File: src/logic/sl_pkg.sv
package sl_pkg;
  localparam int CLK_HZ = 20_000_000;
  localparam int SEQ_CLK_HZ = 7_372_800;
  localparam int BAUD_CLK_HZ = 3_684_600;
  localparam int OVERSAMPLE = 16;
  localparam int NUM_LINES = 4;
  localparam int CONSOLE_LINE = 0;
  localparam int ADDR_W = 5;
  localparam int LINE_LSB = 3;
  localparam int REG_LSB = 1;

  // bus address setup before sync, rounded up to whole cycles
  localparam int ADDR_SETUP_NS = 150;
  localparam int ADDR_SETUP_CYC = (ADDR_SETUP_NS * (CLK_HZ / 1_000_000) + 999) / 1000;

  localparam logic [1:0] REG_RX_CTRL = 2'h0;
  localparam logic [1:0] REG_RX_BUF = 2'h1;
  localparam logic [1:0] REG_TX_CTRL = 2'h2;
  localparam logic [1:0] REG_TX_BUF = 2'h3;

  localparam int RX_IE_BIT = 6;
  localparam int RX_RDY_BIT = 7;
  localparam int RX_FMT_LSB = 8;
  localparam int RX_TSEL_BIT = 15;
  localparam int TX_BRK_BIT = 0;
  localparam int TX_IE_BIT = 6;
  localparam int TX_RDY_BIT = 7;
  localparam int TX_RCE_BIT = 11;
  localparam int TX_RATE_LSB = 12;

  localparam logic [3:0] RATE_RST = 4'h0;
  localparam logic [6:0] FMT_RST = 7'h00;
  localparam logic TX_RDY_RST = 1'b1;

  // line rates in tenths of a baud, so that 134.5 stays exact
  localparam int RATE_X10_T0 [16] = '{500, 500, 1100, 1345, 2000, 3000, 6000, 12000,
    12000, 10500, 24000, 24000, 48000, 72000, 96000, 384000};
  localparam int RATE_X10_T1 [16] = '{750, 750, 1100, 1345, 1500, 3000, 6000, 12000,
    12000, 20000, 24000, 24000, 48000, 18000, 96000, 192000};

  typedef enum logic [3:0] {
    CYC_WORD_READ = 4'b0001,
    CYC_WORD_WRITE = 4'b0010,
    CYC_LO_WRITE = 4'b0100,
    CYC_HI_WRITE = 4'b1000
  } cycle_t;

  localparam logic [2:0] HREG_ADDR = 3'h0;
  localparam logic [2:0] HREG_WDATA = 3'h1;
  localparam logic [2:0] HREG_CTRL = 3'h2;
  localparam logic [2:0] HREG_STATUS = 3'h3;
  localparam logic [2:0] HREG_RDATA = 3'h4;
  localparam int CTRL_GO_BIT = 0;
  localparam int CTRL_WRITE_BIT = 1;
  localparam int CTRL_BYTE_BIT = 2;
  localparam int CTRL_INIT_BIT = 3;
  localparam int STAT_BUSY_BIT = 0;
  localparam int STAT_DONE_BIT = 1;

  function automatic logic [15:0] baud_div(int rate_x10);
    return 16'((BAUD_CLK_HZ * 10) / (OVERSAMPLE * rate_x10));
  endfunction
endpackage

File: src/logic/sl_bus_if.sv
`timescale 1ns/100ps
interface sl_bus_if;
  logic sync;
  logic din;
  logic dout;
  logic wtbt;
  logic init;
  logic [sl_pkg::ADDR_W-1:0] addr;
  logic [15:0] wdata;
  logic [15:0] rdata;
  logic rply;

  modport dev(input sync, input din, input dout, input wtbt, input init, input addr,
    input wdata, output rdata, output rply);
  modport host(output sync, output din, output dout, output wtbt, output init, output addr,
    output wdata, input rdata, input rply);
endinterface

File: src/logic/baud_table.sv
`timescale 1ns/100ps
module baud_table (
  input wire logic [3:0] code_i,
  input wire logic table_i,
  output logic [15:0] div_o
);
  import sl_pkg::*;

  logic [15:0] div_t0 [16];
  logic [15:0] div_t1 [16];

  // divisors are elaboration constants, so no divider is built
  for (genvar g = 0; g < 16; g++) begin : g_rate
    assign div_t0[g] = baud_div(RATE_X10_T0[g]);
    assign div_t1[g] = baud_div(RATE_X10_T1[g]);
  end

  assign div_o = table_i ? div_t1[code_i] : div_t0[code_i];
endmodule

File: src/logic/serial_device.sv
// Overview of operation
// - transmit interrupt enable bit six, init clears
// - ready bit seven raises interrupt with enable
// - rate changes only with rate-change bit eleven
// - four-bit rate code selects line baud rate
// - lines zero/two and three/one share tables
// - two fixed sixteen-entry baud rate tables
// - software right-justifies character in low byte
// - four lines, four registers each; console line has no break
// - receive format set only by high-byte write
// - configuration word split across both high bytes
// - baud generators run from dedicated baud clock
// - latch line and low address at sync
// - read strobe synchronised before access starts
// - word read, word, low, high writes
// - receive status: stored enable, live ready
// - receive status upper byte reads zero
// - master captures data on reply, drops strobe
// - reply after data, held until strobe removed
// - write data steered bytewise on eight-bit path
// - table select only lines zero, three; reads zero
`timescale 1ns/100ps
module serial_device (
  input wire logic clock_i,
  input wire logic nrst_i,
  input wire logic en_i,
  sl_bus_if.dev bus,
  input wire logic [sl_pkg::NUM_LINES-1:0] tx_accept_i,
  input wire logic [sl_pkg::NUM_LINES-1:0] rx_ready_i,
  input wire logic [sl_pkg::NUM_LINES-1:0][7:0] rx_char_i,
  output logic [7:0] tx_char_o,
  output logic [sl_pkg::NUM_LINES-1:0] tx_load_o,
  output logic [sl_pkg::NUM_LINES-1:0] brk_o,
  output logic [sl_pkg::NUM_LINES-1:0][6:0] fmt_o,
  output logic [sl_pkg::NUM_LINES-1:0][15:0] div_o,
  output logic [sl_pkg::NUM_LINES-1:0] tx_irq_o,
  output logic [sl_pkg::NUM_LINES-1:0] rx_irq_o
);
  import sl_pkg::*;

  typedef enum logic [4:0] {
    ST_IDLE = 5'b00001,
    ST_ADDR = 5'b00010,
    ST_WRITE = 5'b00100,
    ST_REPLY = 5'b01000,
    ST_HOLD = 5'b10000
  } dev_st_t;

  typedef struct packed {
    dev_st_t st;
    logic [2:0] sync_p;
    logic [2:0] din_p;
    logic [2:0] dout_p;
    logic [2:0] init_p;
    logic sync_f;
    logic din_f;
    logic dout_f;
    logic init_f;
    logic [NUM_LINES-1:0][2:0] acc_p;
    logic [NUM_LINES-1:0][2:0] rxr_p;
    logic [NUM_LINES-1:0] acc_f;
    logic [NUM_LINES-1:0] rxr_f;
    cycle_t cyc;
    logic [1:0] line;
    logic [2:0] low;
    logic hi_phase;
    logic [NUM_LINES-1:0] tx_ie;
    logic [NUM_LINES-1:0] tx_rdy;
    logic [NUM_LINES-1:0] brk;
    logic [NUM_LINES-1:0] rx_irq_enable;
    logic [NUM_LINES-1:0][3:0] rate;
    logic [NUM_LINES-1:0][6:0] fmt;
    logic [1:0] tsel;
    logic [7:0] tx_char;
    logic [NUM_LINES-1:0] tx_load;
    logic [15:0] rdata;
    logic rply;
    logic [NUM_LINES-1:0] tx_irq;
    logic [NUM_LINES-1:0] rx_irq;
    logic [NUM_LINES-1:0][15:0] div;
  } dev_state_t;

  localparam dev_state_t RST = '{
    st: ST_IDLE,
    cyc: CYC_WORD_READ,
    tx_rdy: {NUM_LINES{TX_RDY_RST}},
    rate: {NUM_LINES{RATE_RST}},
    fmt: {NUM_LINES{FMT_RST}},
    default: '0
  };

  dev_state_t q;
  dev_state_t d;
  logic [NUM_LINES-1:0][15:0] div_w;

  // three-stage pin synchroniser; only stage two and three are compared
  function automatic logic [2:0] shift3(logic [2:0] p, logic pin);
    return {p[1:0], pin};
  endfunction

  function automatic logic settle(logic [2:0] p, logic f);
    return (p[1] == p[2]) ? p[2] : f;
  endfunction

  function automatic logic [7:0] lane(logic [15:0] w, logic hi);
    return hi ? w[15:8] : w[7:0];
  endfunction

  // lines 0 and 2 follow table bit 0, lines 1 and 3 table bit 1
  function automatic logic pair_of(logic [1:0] ln);
    return ln[0];
  endfunction

  for (genvar g = 0; g < NUM_LINES; g++) begin : g_baud
    baud_table u_table (
      .code_i(q.rate[g]),
      .table_i(q.tsel[pair_of(2'(g))]),
      .div_o(div_w[g])
    );
  end

  always_comb begin
    logic [15:0] rd;
    logic [7:0] b;
    rd = '0;
    b = lane(bus.wdata, q.hi_phase);
    d = q;
    d.sync_p = shift3(q.sync_p, bus.sync);
    d.din_p = shift3(q.din_p, bus.din);
    d.dout_p = shift3(q.dout_p, bus.dout);
    d.init_p = shift3(q.init_p, bus.init);
    d.sync_f = settle(q.sync_p, q.sync_f);
    d.din_f = settle(q.din_p, q.din_f);
    d.dout_f = settle(q.dout_p, q.dout_f);
    d.init_f = settle(q.init_p, q.init_f);
    for (int i = 0; i < NUM_LINES; i++) begin
      d.acc_p[i] = shift3(q.acc_p[i], tx_accept_i[i]);
      d.rxr_p[i] = shift3(q.rxr_p[i], rx_ready_i[i]);
      d.acc_f[i] = settle(q.acc_p[i], q.acc_f[i]);
      d.rxr_f[i] = settle(q.rxr_p[i], q.rxr_f[i]);
    end
    d.tx_load = '0;
    // divisors are for the uart's own baud clock, not for clock_i
    d.div = div_w;

    unique case (q.low[2:1])
      REG_RX_CTRL: begin
        rd[RX_IE_BIT] = q.rx_irq_enable[q.line];
        rd[RX_RDY_BIT] = q.rxr_f[q.line];
      end
      REG_RX_BUF: rd = {8'h00, rx_char_i[q.line]};
      REG_TX_CTRL: begin
        rd[TX_BRK_BIT] = q.brk[q.line];
        rd[TX_IE_BIT] = q.tx_ie[q.line];
        rd[TX_RDY_BIT] = q.tx_rdy[q.line];
      end
      REG_TX_BUF: rd = '0;
    endcase

    unique case (q.st)
      ST_IDLE: begin
        d.rply = 1'b0;
        if (d.sync_f && !q.sync_f) begin
          d.line = bus.addr[LINE_LSB +: 2];
          d.low = bus.addr[2:0];
          d.st = ST_ADDR;
        end
      end
      ST_ADDR: begin
        if (!q.sync_f) begin
          d.st = ST_IDLE;
        end else if (q.din_f) begin
          d.cyc = CYC_WORD_READ;
          d.rdata = rd;
          d.st = ST_REPLY;
        end else if (q.dout_f) begin
          if (!bus.wtbt) begin
            d.cyc = CYC_WORD_WRITE;
          end else if (q.low[0]) begin
            d.cyc = CYC_HI_WRITE;
          end else begin
            d.cyc = CYC_LO_WRITE;
          end
          d.hi_phase = bus.wtbt && q.low[0];
          d.st = ST_WRITE;
        end
      end
      ST_WRITE: begin
        // one byte per cycle over the internal path, low lane first
        unique case (q.low[2:1])
          REG_RX_CTRL: begin
            if (!q.hi_phase) begin
              d.rx_irq_enable[q.line] = b[RX_IE_BIT];
            end else if (q.cyc == CYC_HI_WRITE) begin
              d.fmt[q.line] = b[6:0];
              if (q.line == 2'h0 || q.line == 2'h3) begin
                d.tsel[pair_of(q.line)] = b[RX_TSEL_BIT - RX_FMT_LSB];
              end
            end
          end
          REG_RX_BUF: d.hi_phase = q.hi_phase;
          REG_TX_CTRL: begin
            if (!q.hi_phase) begin
              d.tx_ie[q.line] = b[TX_IE_BIT];
              if (q.line != 2'(CONSOLE_LINE)) begin
                d.brk[q.line] = b[TX_BRK_BIT];
              end
            end else if (b[TX_RCE_BIT - 8]) begin
              d.rate[q.line] = b[TX_RATE_LSB - 8 +: 4];
            end
          end
          REG_TX_BUF: begin
            if (!q.hi_phase) begin
              d.tx_char = b;
              d.tx_load[q.line] = 1'b1;
              d.tx_rdy[q.line] = 1'b0;
            end
          end
        endcase
        if (q.cyc == CYC_WORD_WRITE && !q.hi_phase) begin
          d.hi_phase = 1'b1;
        end else begin
          d.st = ST_REPLY;
        end
      end
      ST_REPLY: begin
        d.rply = 1'b1;
        d.st = ST_HOLD;
      end
      ST_HOLD: begin
        if (!q.din_f && !q.dout_f) begin
          d.rply = 1'b0;
          d.st = ST_IDLE;
        end
      end
    endcase

    // a fresh accept wins over a clear in the same cycle
    for (int i = 0; i < NUM_LINES; i++) begin
      if (d.acc_f[i] && !q.acc_f[i]) begin
        d.tx_rdy[i] = 1'b1;
      end
    end
    // init leaves rates, format and tables alone
    if (d.init_f) begin
      d.tx_ie = '0;
      d.rx_irq_enable = '0;
      d.brk = '0;
    end
    d.tx_irq = d.tx_ie & d.tx_rdy;
    d.rx_irq = d.rx_irq_enable & d.rxr_f;
  end

  always_ff @(posedge clock_i or negedge nrst_i) begin
    if (!nrst_i) begin
      q <= RST;
    end else if (en_i) begin
      q <= d;
    end
  end

  assign bus.rdata = q.rdata;
  assign bus.rply = q.rply;
  assign tx_char_o = q.tx_char;
  assign tx_load_o = q.tx_load;
  assign brk_o = q.brk;
  assign fmt_o = q.fmt;
  assign div_o = q.div;
  assign tx_irq_o = q.tx_irq;
  assign rx_irq_o = q.rx_irq;
endmodule

File: src/flat_wrapper.sv
// flat-port wrapper written by rule: the top's interface ports become plain ports
module serial_device_flat import sl_pkg::*;
  (clock_i, nrst_i, en_i, tx_accept_i, rx_ready_i, rx_char_i, tx_char_o, tx_load_o, brk_o, fmt_o, div_o, tx_irq_o, rx_irq_o, bus_sync, bus_din, bus_dout, bus_wtbt, bus_init, bus_addr, bus_wdata, bus_rdata, bus_rply);
  sl_bus_if bus_i ();
  input wire logic clock_i;
  input wire logic nrst_i;
  input wire logic en_i;
  input wire logic [sl_pkg::NUM_LINES-1:0] tx_accept_i;
  input wire logic [sl_pkg::NUM_LINES-1:0] rx_ready_i;
  input wire logic [sl_pkg::NUM_LINES-1:0][7:0] rx_char_i;
  output logic [7:0] tx_char_o;
  output logic [sl_pkg::NUM_LINES-1:0] tx_load_o;
  output logic [sl_pkg::NUM_LINES-1:0] brk_o;
  output logic [sl_pkg::NUM_LINES-1:0][6:0] fmt_o;
  output logic [sl_pkg::NUM_LINES-1:0][15:0] div_o;
  output logic [sl_pkg::NUM_LINES-1:0] tx_irq_o;
  output logic [sl_pkg::NUM_LINES-1:0] rx_irq_o;
  input wire logic [$bits(bus_i.sync)-1:0] bus_sync;
  input wire logic [$bits(bus_i.din)-1:0] bus_din;
  input wire logic [$bits(bus_i.dout)-1:0] bus_dout;
  input wire logic [$bits(bus_i.wtbt)-1:0] bus_wtbt;
  input wire logic [$bits(bus_i.init)-1:0] bus_init;
  input wire logic [$bits(bus_i.addr)-1:0] bus_addr;
  input wire logic [$bits(bus_i.wdata)-1:0] bus_wdata;
  output wire logic [$bits(bus_i.rdata)-1:0] bus_rdata;
  output wire logic [$bits(bus_i.rply)-1:0] bus_rply;
  assign bus_i.sync = bus_sync;
  assign bus_i.din = bus_din;
  assign bus_i.dout = bus_dout;
  assign bus_i.wtbt = bus_wtbt;
  assign bus_i.init = bus_init;
  assign bus_i.addr = bus_addr;
  assign bus_i.wdata = bus_wdata;
  assign bus_rdata = bus_i.rdata;
  assign bus_rply = bus_i.rply;
  serial_device u_core (.clock_i(clock_i), .nrst_i(nrst_i), .en_i(en_i), .bus(bus_i), .tx_accept_i(tx_accept_i), .rx_ready_i(rx_ready_i), .rx_char_i(rx_char_i), .tx_char_o(tx_char_o), .tx_load_o(tx_load_o), .brk_o(brk_o), .fmt_o(fmt_o), .div_o(div_o), .tx_irq_o(tx_irq_o), .rx_irq_o(rx_irq_o));
endmodule
File: config.mk
export PLATFORM = sky130hd
export DESIGN_NAME = serial_device_flat
export DESIGN_NICKNAME = d
export VERILOG_FILES = /design/src/logic/sl_pkg.sv /design/src/logic/sl_bus_if.sv /design/src/logic/baud_table.sv /design/src/logic/serial_device.sv /design/src/flat_wrapper.sv
export SDC_FILE = /design/constraint.sdc
export NUM_CORES = 1
export LEC_CHECK = 0
export BUFFER_PORTS_ARGS = -buffer_cell sky130_fd_sc_hd__buf_2
export CAP_MARGIN = 20
export CORE_MARGIN = 4
export CORE_UTILIZATION = 42
export DETAILED_ROUTE_END_ITERATION = 16
export MAX_ROUTING_LAYER = met4
export PLACE_DENSITY_LB_ADDON = 0.12
export SYNTH_ARGS = -nofsm -noshare
export SYNTH_HDL_FRONTEND = slang
export SYNTH_HIERARCHICAL = 1
export SYNTH_SLANG_ARGS = --single-unit
File: constraint.sdc
create_clock -name clock_i -period 6.75 [get_ports clock_i]
set_input_delay 0.675 -clock clock_i [delete_from_list [all_inputs] [get_ports clock_i]]
set_output_delay 0.675 -clock clock_i [all_outputs]
set_load 0.05 [all_outputs]
==> flow_summary.json <==
{
  "status": "finished clean",
  "period_share": 0.399,
  "tightest_slew_ps": 1100,
  "cts-root-buf": "clkbuf_16",
  "n_antenna_cell": 0,
  "required_ps": 7160,
  "die_area_mm2": 0.0315,
  "drc": 0,
  "tritoncts": "yes",
  "synth.avg_cell_area_um2": 11.1,
  "post_cts_buffers": 0,
  "grt_overflow": 0,
  "synth_top_area_share": 0.440,
  "clock_latency_ps": 520,
  "gp_congestion": 0.803,
  "cts_sinks": 218,
  "final_antenna_net_count": 0,
  "grt_pass1_wl_um": 42600,
  "p_clk_frac": 0.362,
  "grt_max_degree": 123,
  "worstPathMaxFanout": 11,
  "cts_resized": 0,
  "internal_power_w": 0.00279,
  "power.density_mw_per_mm2": 315,
  "vias_per_cell": 5.12,
  "ctsHoldBuffers": 0,
  "grt.total_usage": 0.171,
  "path_class": "register to register",
  "peakVddDrop_mv": 0.179,
  "layout_common_cells": "dfrtp_1 (212), buf_2 (191), mux2_2 (156)",
  "clockBufferDepth": 3,
  "cts_max_level": 1,
  "finalCriticalPeriod_ps": 2690,
  "synth_top_area_cell": "dfrtp_1",
  "p_sw_frac": 0.327,
  "place_inst": 1478,
  "die_w_um": 177,
  "fin_setup_tns_ps": 0,
  "worst-r2r-setup-slack_ps": 4060,
  "synth_area_mm2": 0.0121,
  "initial_utilization": 0.429,
  "drtPass1Iterations": 4,
  "clkSlewWorstSetupHoldPaths_ps": 60,
  "vias": 7815,
  "grt_pass1_vias": 7691,
  "routedWlPerCell_um": 17.3,
  "synth_flop_cell": "dfrtp_1",
  "boundaryPins": 202,
  "rsz0062_at_grt": "no",
  "std_cell_rows": 61,
  "antenna_found_initial": 0,
  "switching_power_w": 0.00136,
  "fin_cells": 1526,
  "final-hold-violation-count": 0,
  "ys.warnings.count": 6,
  "wl_um": 26500,
  "synthTopCellsByArea": "dfrtp_1 (44%), mux2_2 (15%), buf_4 (9.2%)",
  "async_flop_share": 1.00,
  "synth_seq_cells": 218,
  "crit_start": "u_core/q[224]",
  "fin_skew_ps": 15.3,
  "slew_violations": 0,
  "setup_violations": 0,
  "syn_to_final_growth_pct": 9.10,
  "max_freq_ghz": 0.371,
  "synth-edff-count": 0,
  "critPathArrivalTime_ps": 3100,
  "drt-initial-drc-count": 480,
  "yosysUniqueCellTypes": 71,
  "endpoint": "u_core/q[101]",
  "leakage_nw": 5.98,
  "hp-class": "input port to async pin",
  "reg2regPathDepth": 5,
  "rr_startpoint": "u_core/q[224]",
  "core-area_mm2": 0.0281,
  "fin_nets": 1232,
  "r2r_end": "u_core/q[101]",
  "whs_ps": 184,
  "layout_commonest_cell": "dfrtp_1",
  "synth_cells": 1090,
  "end_kind": "register",
  "maxCapViolCount": 0,
  "cp-start-kind": "register",
  "cts_buffers": 26,
  "p_seq_frac": 0.399,
  "post-dp-hpwl_um": 18200,
  "io_buffers": 193,
  "die_y_um": 177,
  "combPwrFrac": 0.239,
  "yosysSeqAreaShare": 0.453,
  "drive_gt1_frac": 0.377,
  "maxSlewHeadroom": 0.268
}
logic make-up after synthesis:
family | after synthesis | synth area share
buffers and inverters | 240 | 0.125
and+or+nand+nor | 219 | 0.0928
DFF | 218 | 0.453
muxes | 189 | 0.188
AOI/OAI and AO/OA | 177 | 0.0975
adders and majority gates | 40 | 0.0405
other | 5 | 0.00156
xor gates and xnor gates | 2 | 0.00145
through the flow:
| step | util | total power [W] | cell area, um2 | setup slack (ps) |
|---|---|---|---|---|
| final | 0.468 | 0.00414 | 13200 | 4060 |
| after global placement | 0.435 | 0.00267 | 12200 | 3880 |
| after global routing | 0.468 | 0.00438 | 13200 | 3920 |
| after floorplan | - | 0.00247 | 12100 | 4530 |
| after detailed placement | 0.435 | 0.00268 | 12200 | 3890 |
| after CTS | 0.468 | 0.00421 | 13200 | 4080 |
critical path, stage by stage (launching register included):
cell and delay (ps):
dfrtp_1 490, or4b_4 580, nor2_2 440, and4_1 500, nor3b_2 230, mux2_2 340
registers in the layout, indices dropped and copies added, names as in the netlist:
register,cells
u_core/q,69
u_core/div_o,64
u_core/fmt_o,28
u_core/d,24
u_core/bus.rdata,8
u_core/tx_char_o,8
u_core/brk_o,4
u_core/rx_irq_o,4
u_core/tx_irq_o,4
u_core/tx_load_o,4
u_core/bus.rply,1
cell usage after synthesis (all sizes together) (6+ instances only):
library cell	number
clkbuf	29
nand2b	18
a211o	6
nor2b	17
a32oi	7
mux2i	16
buf	174
nand3	24
nor2	31
nor3	9
o21ai	61
nand4	6
mux4	13
nand2	83
ha	35
mux2	160
inv	36
dfrtp	212
o2bb2ai	6
nor4	6
a21oi	37
a22o	10
dfstp	6
power by group through the flow:
stage	clock network [W]	logic [W]	registers [W]
3_3_place_gp	0	0.00100	0.00167
4_1_cts	0.00155	0.00101	0.00166
2_1_floorplan	0	0.000875	0.00159
5_1_grt	0.00161	0.00109	0.00168
6_report	0.00150	0.000991	0.00165
3_5_place_dp	0	0.00100	0.00168
how the worst min path moves through the flow:
stage                             start             endpoint  slack, ps
after floorplan                  nrst_i      u_core/brk_o[0]        380
after global placement    u_core/q[169]        u_core/q[169]        450
after detailed placement  u_core/q[169]        u_core/q[169]        460
after CTS                        nrst_i  u_core/tx_char_o[2]        270
after global routing             nrst_i  u_core/tx_char_o[4]        260
final                            nrst_i  u_core/tx_char_o[4]        180
layer usage:
metal	track usage	wire, um	up-vias
li1	-	-	3744
met1	0.236	12200	3869
met2	0.270	12700	163
met3	0.0258	1050	39
met4	0.0354	505	0
met5	-	0	-
area by class of cell:
type | count | area [um2]
tap | 378 | 473
inverter | 37 | 139
timing repair buffer | 198 | 1020
fill | 2702 | 14900
multi-input combinational | 647 | 5140
clock buffer | 38 | 747
clock inverter | 10 | 178
sequential | 218 | 5460
Note: power is estimated with default switching activity, not from simulation.
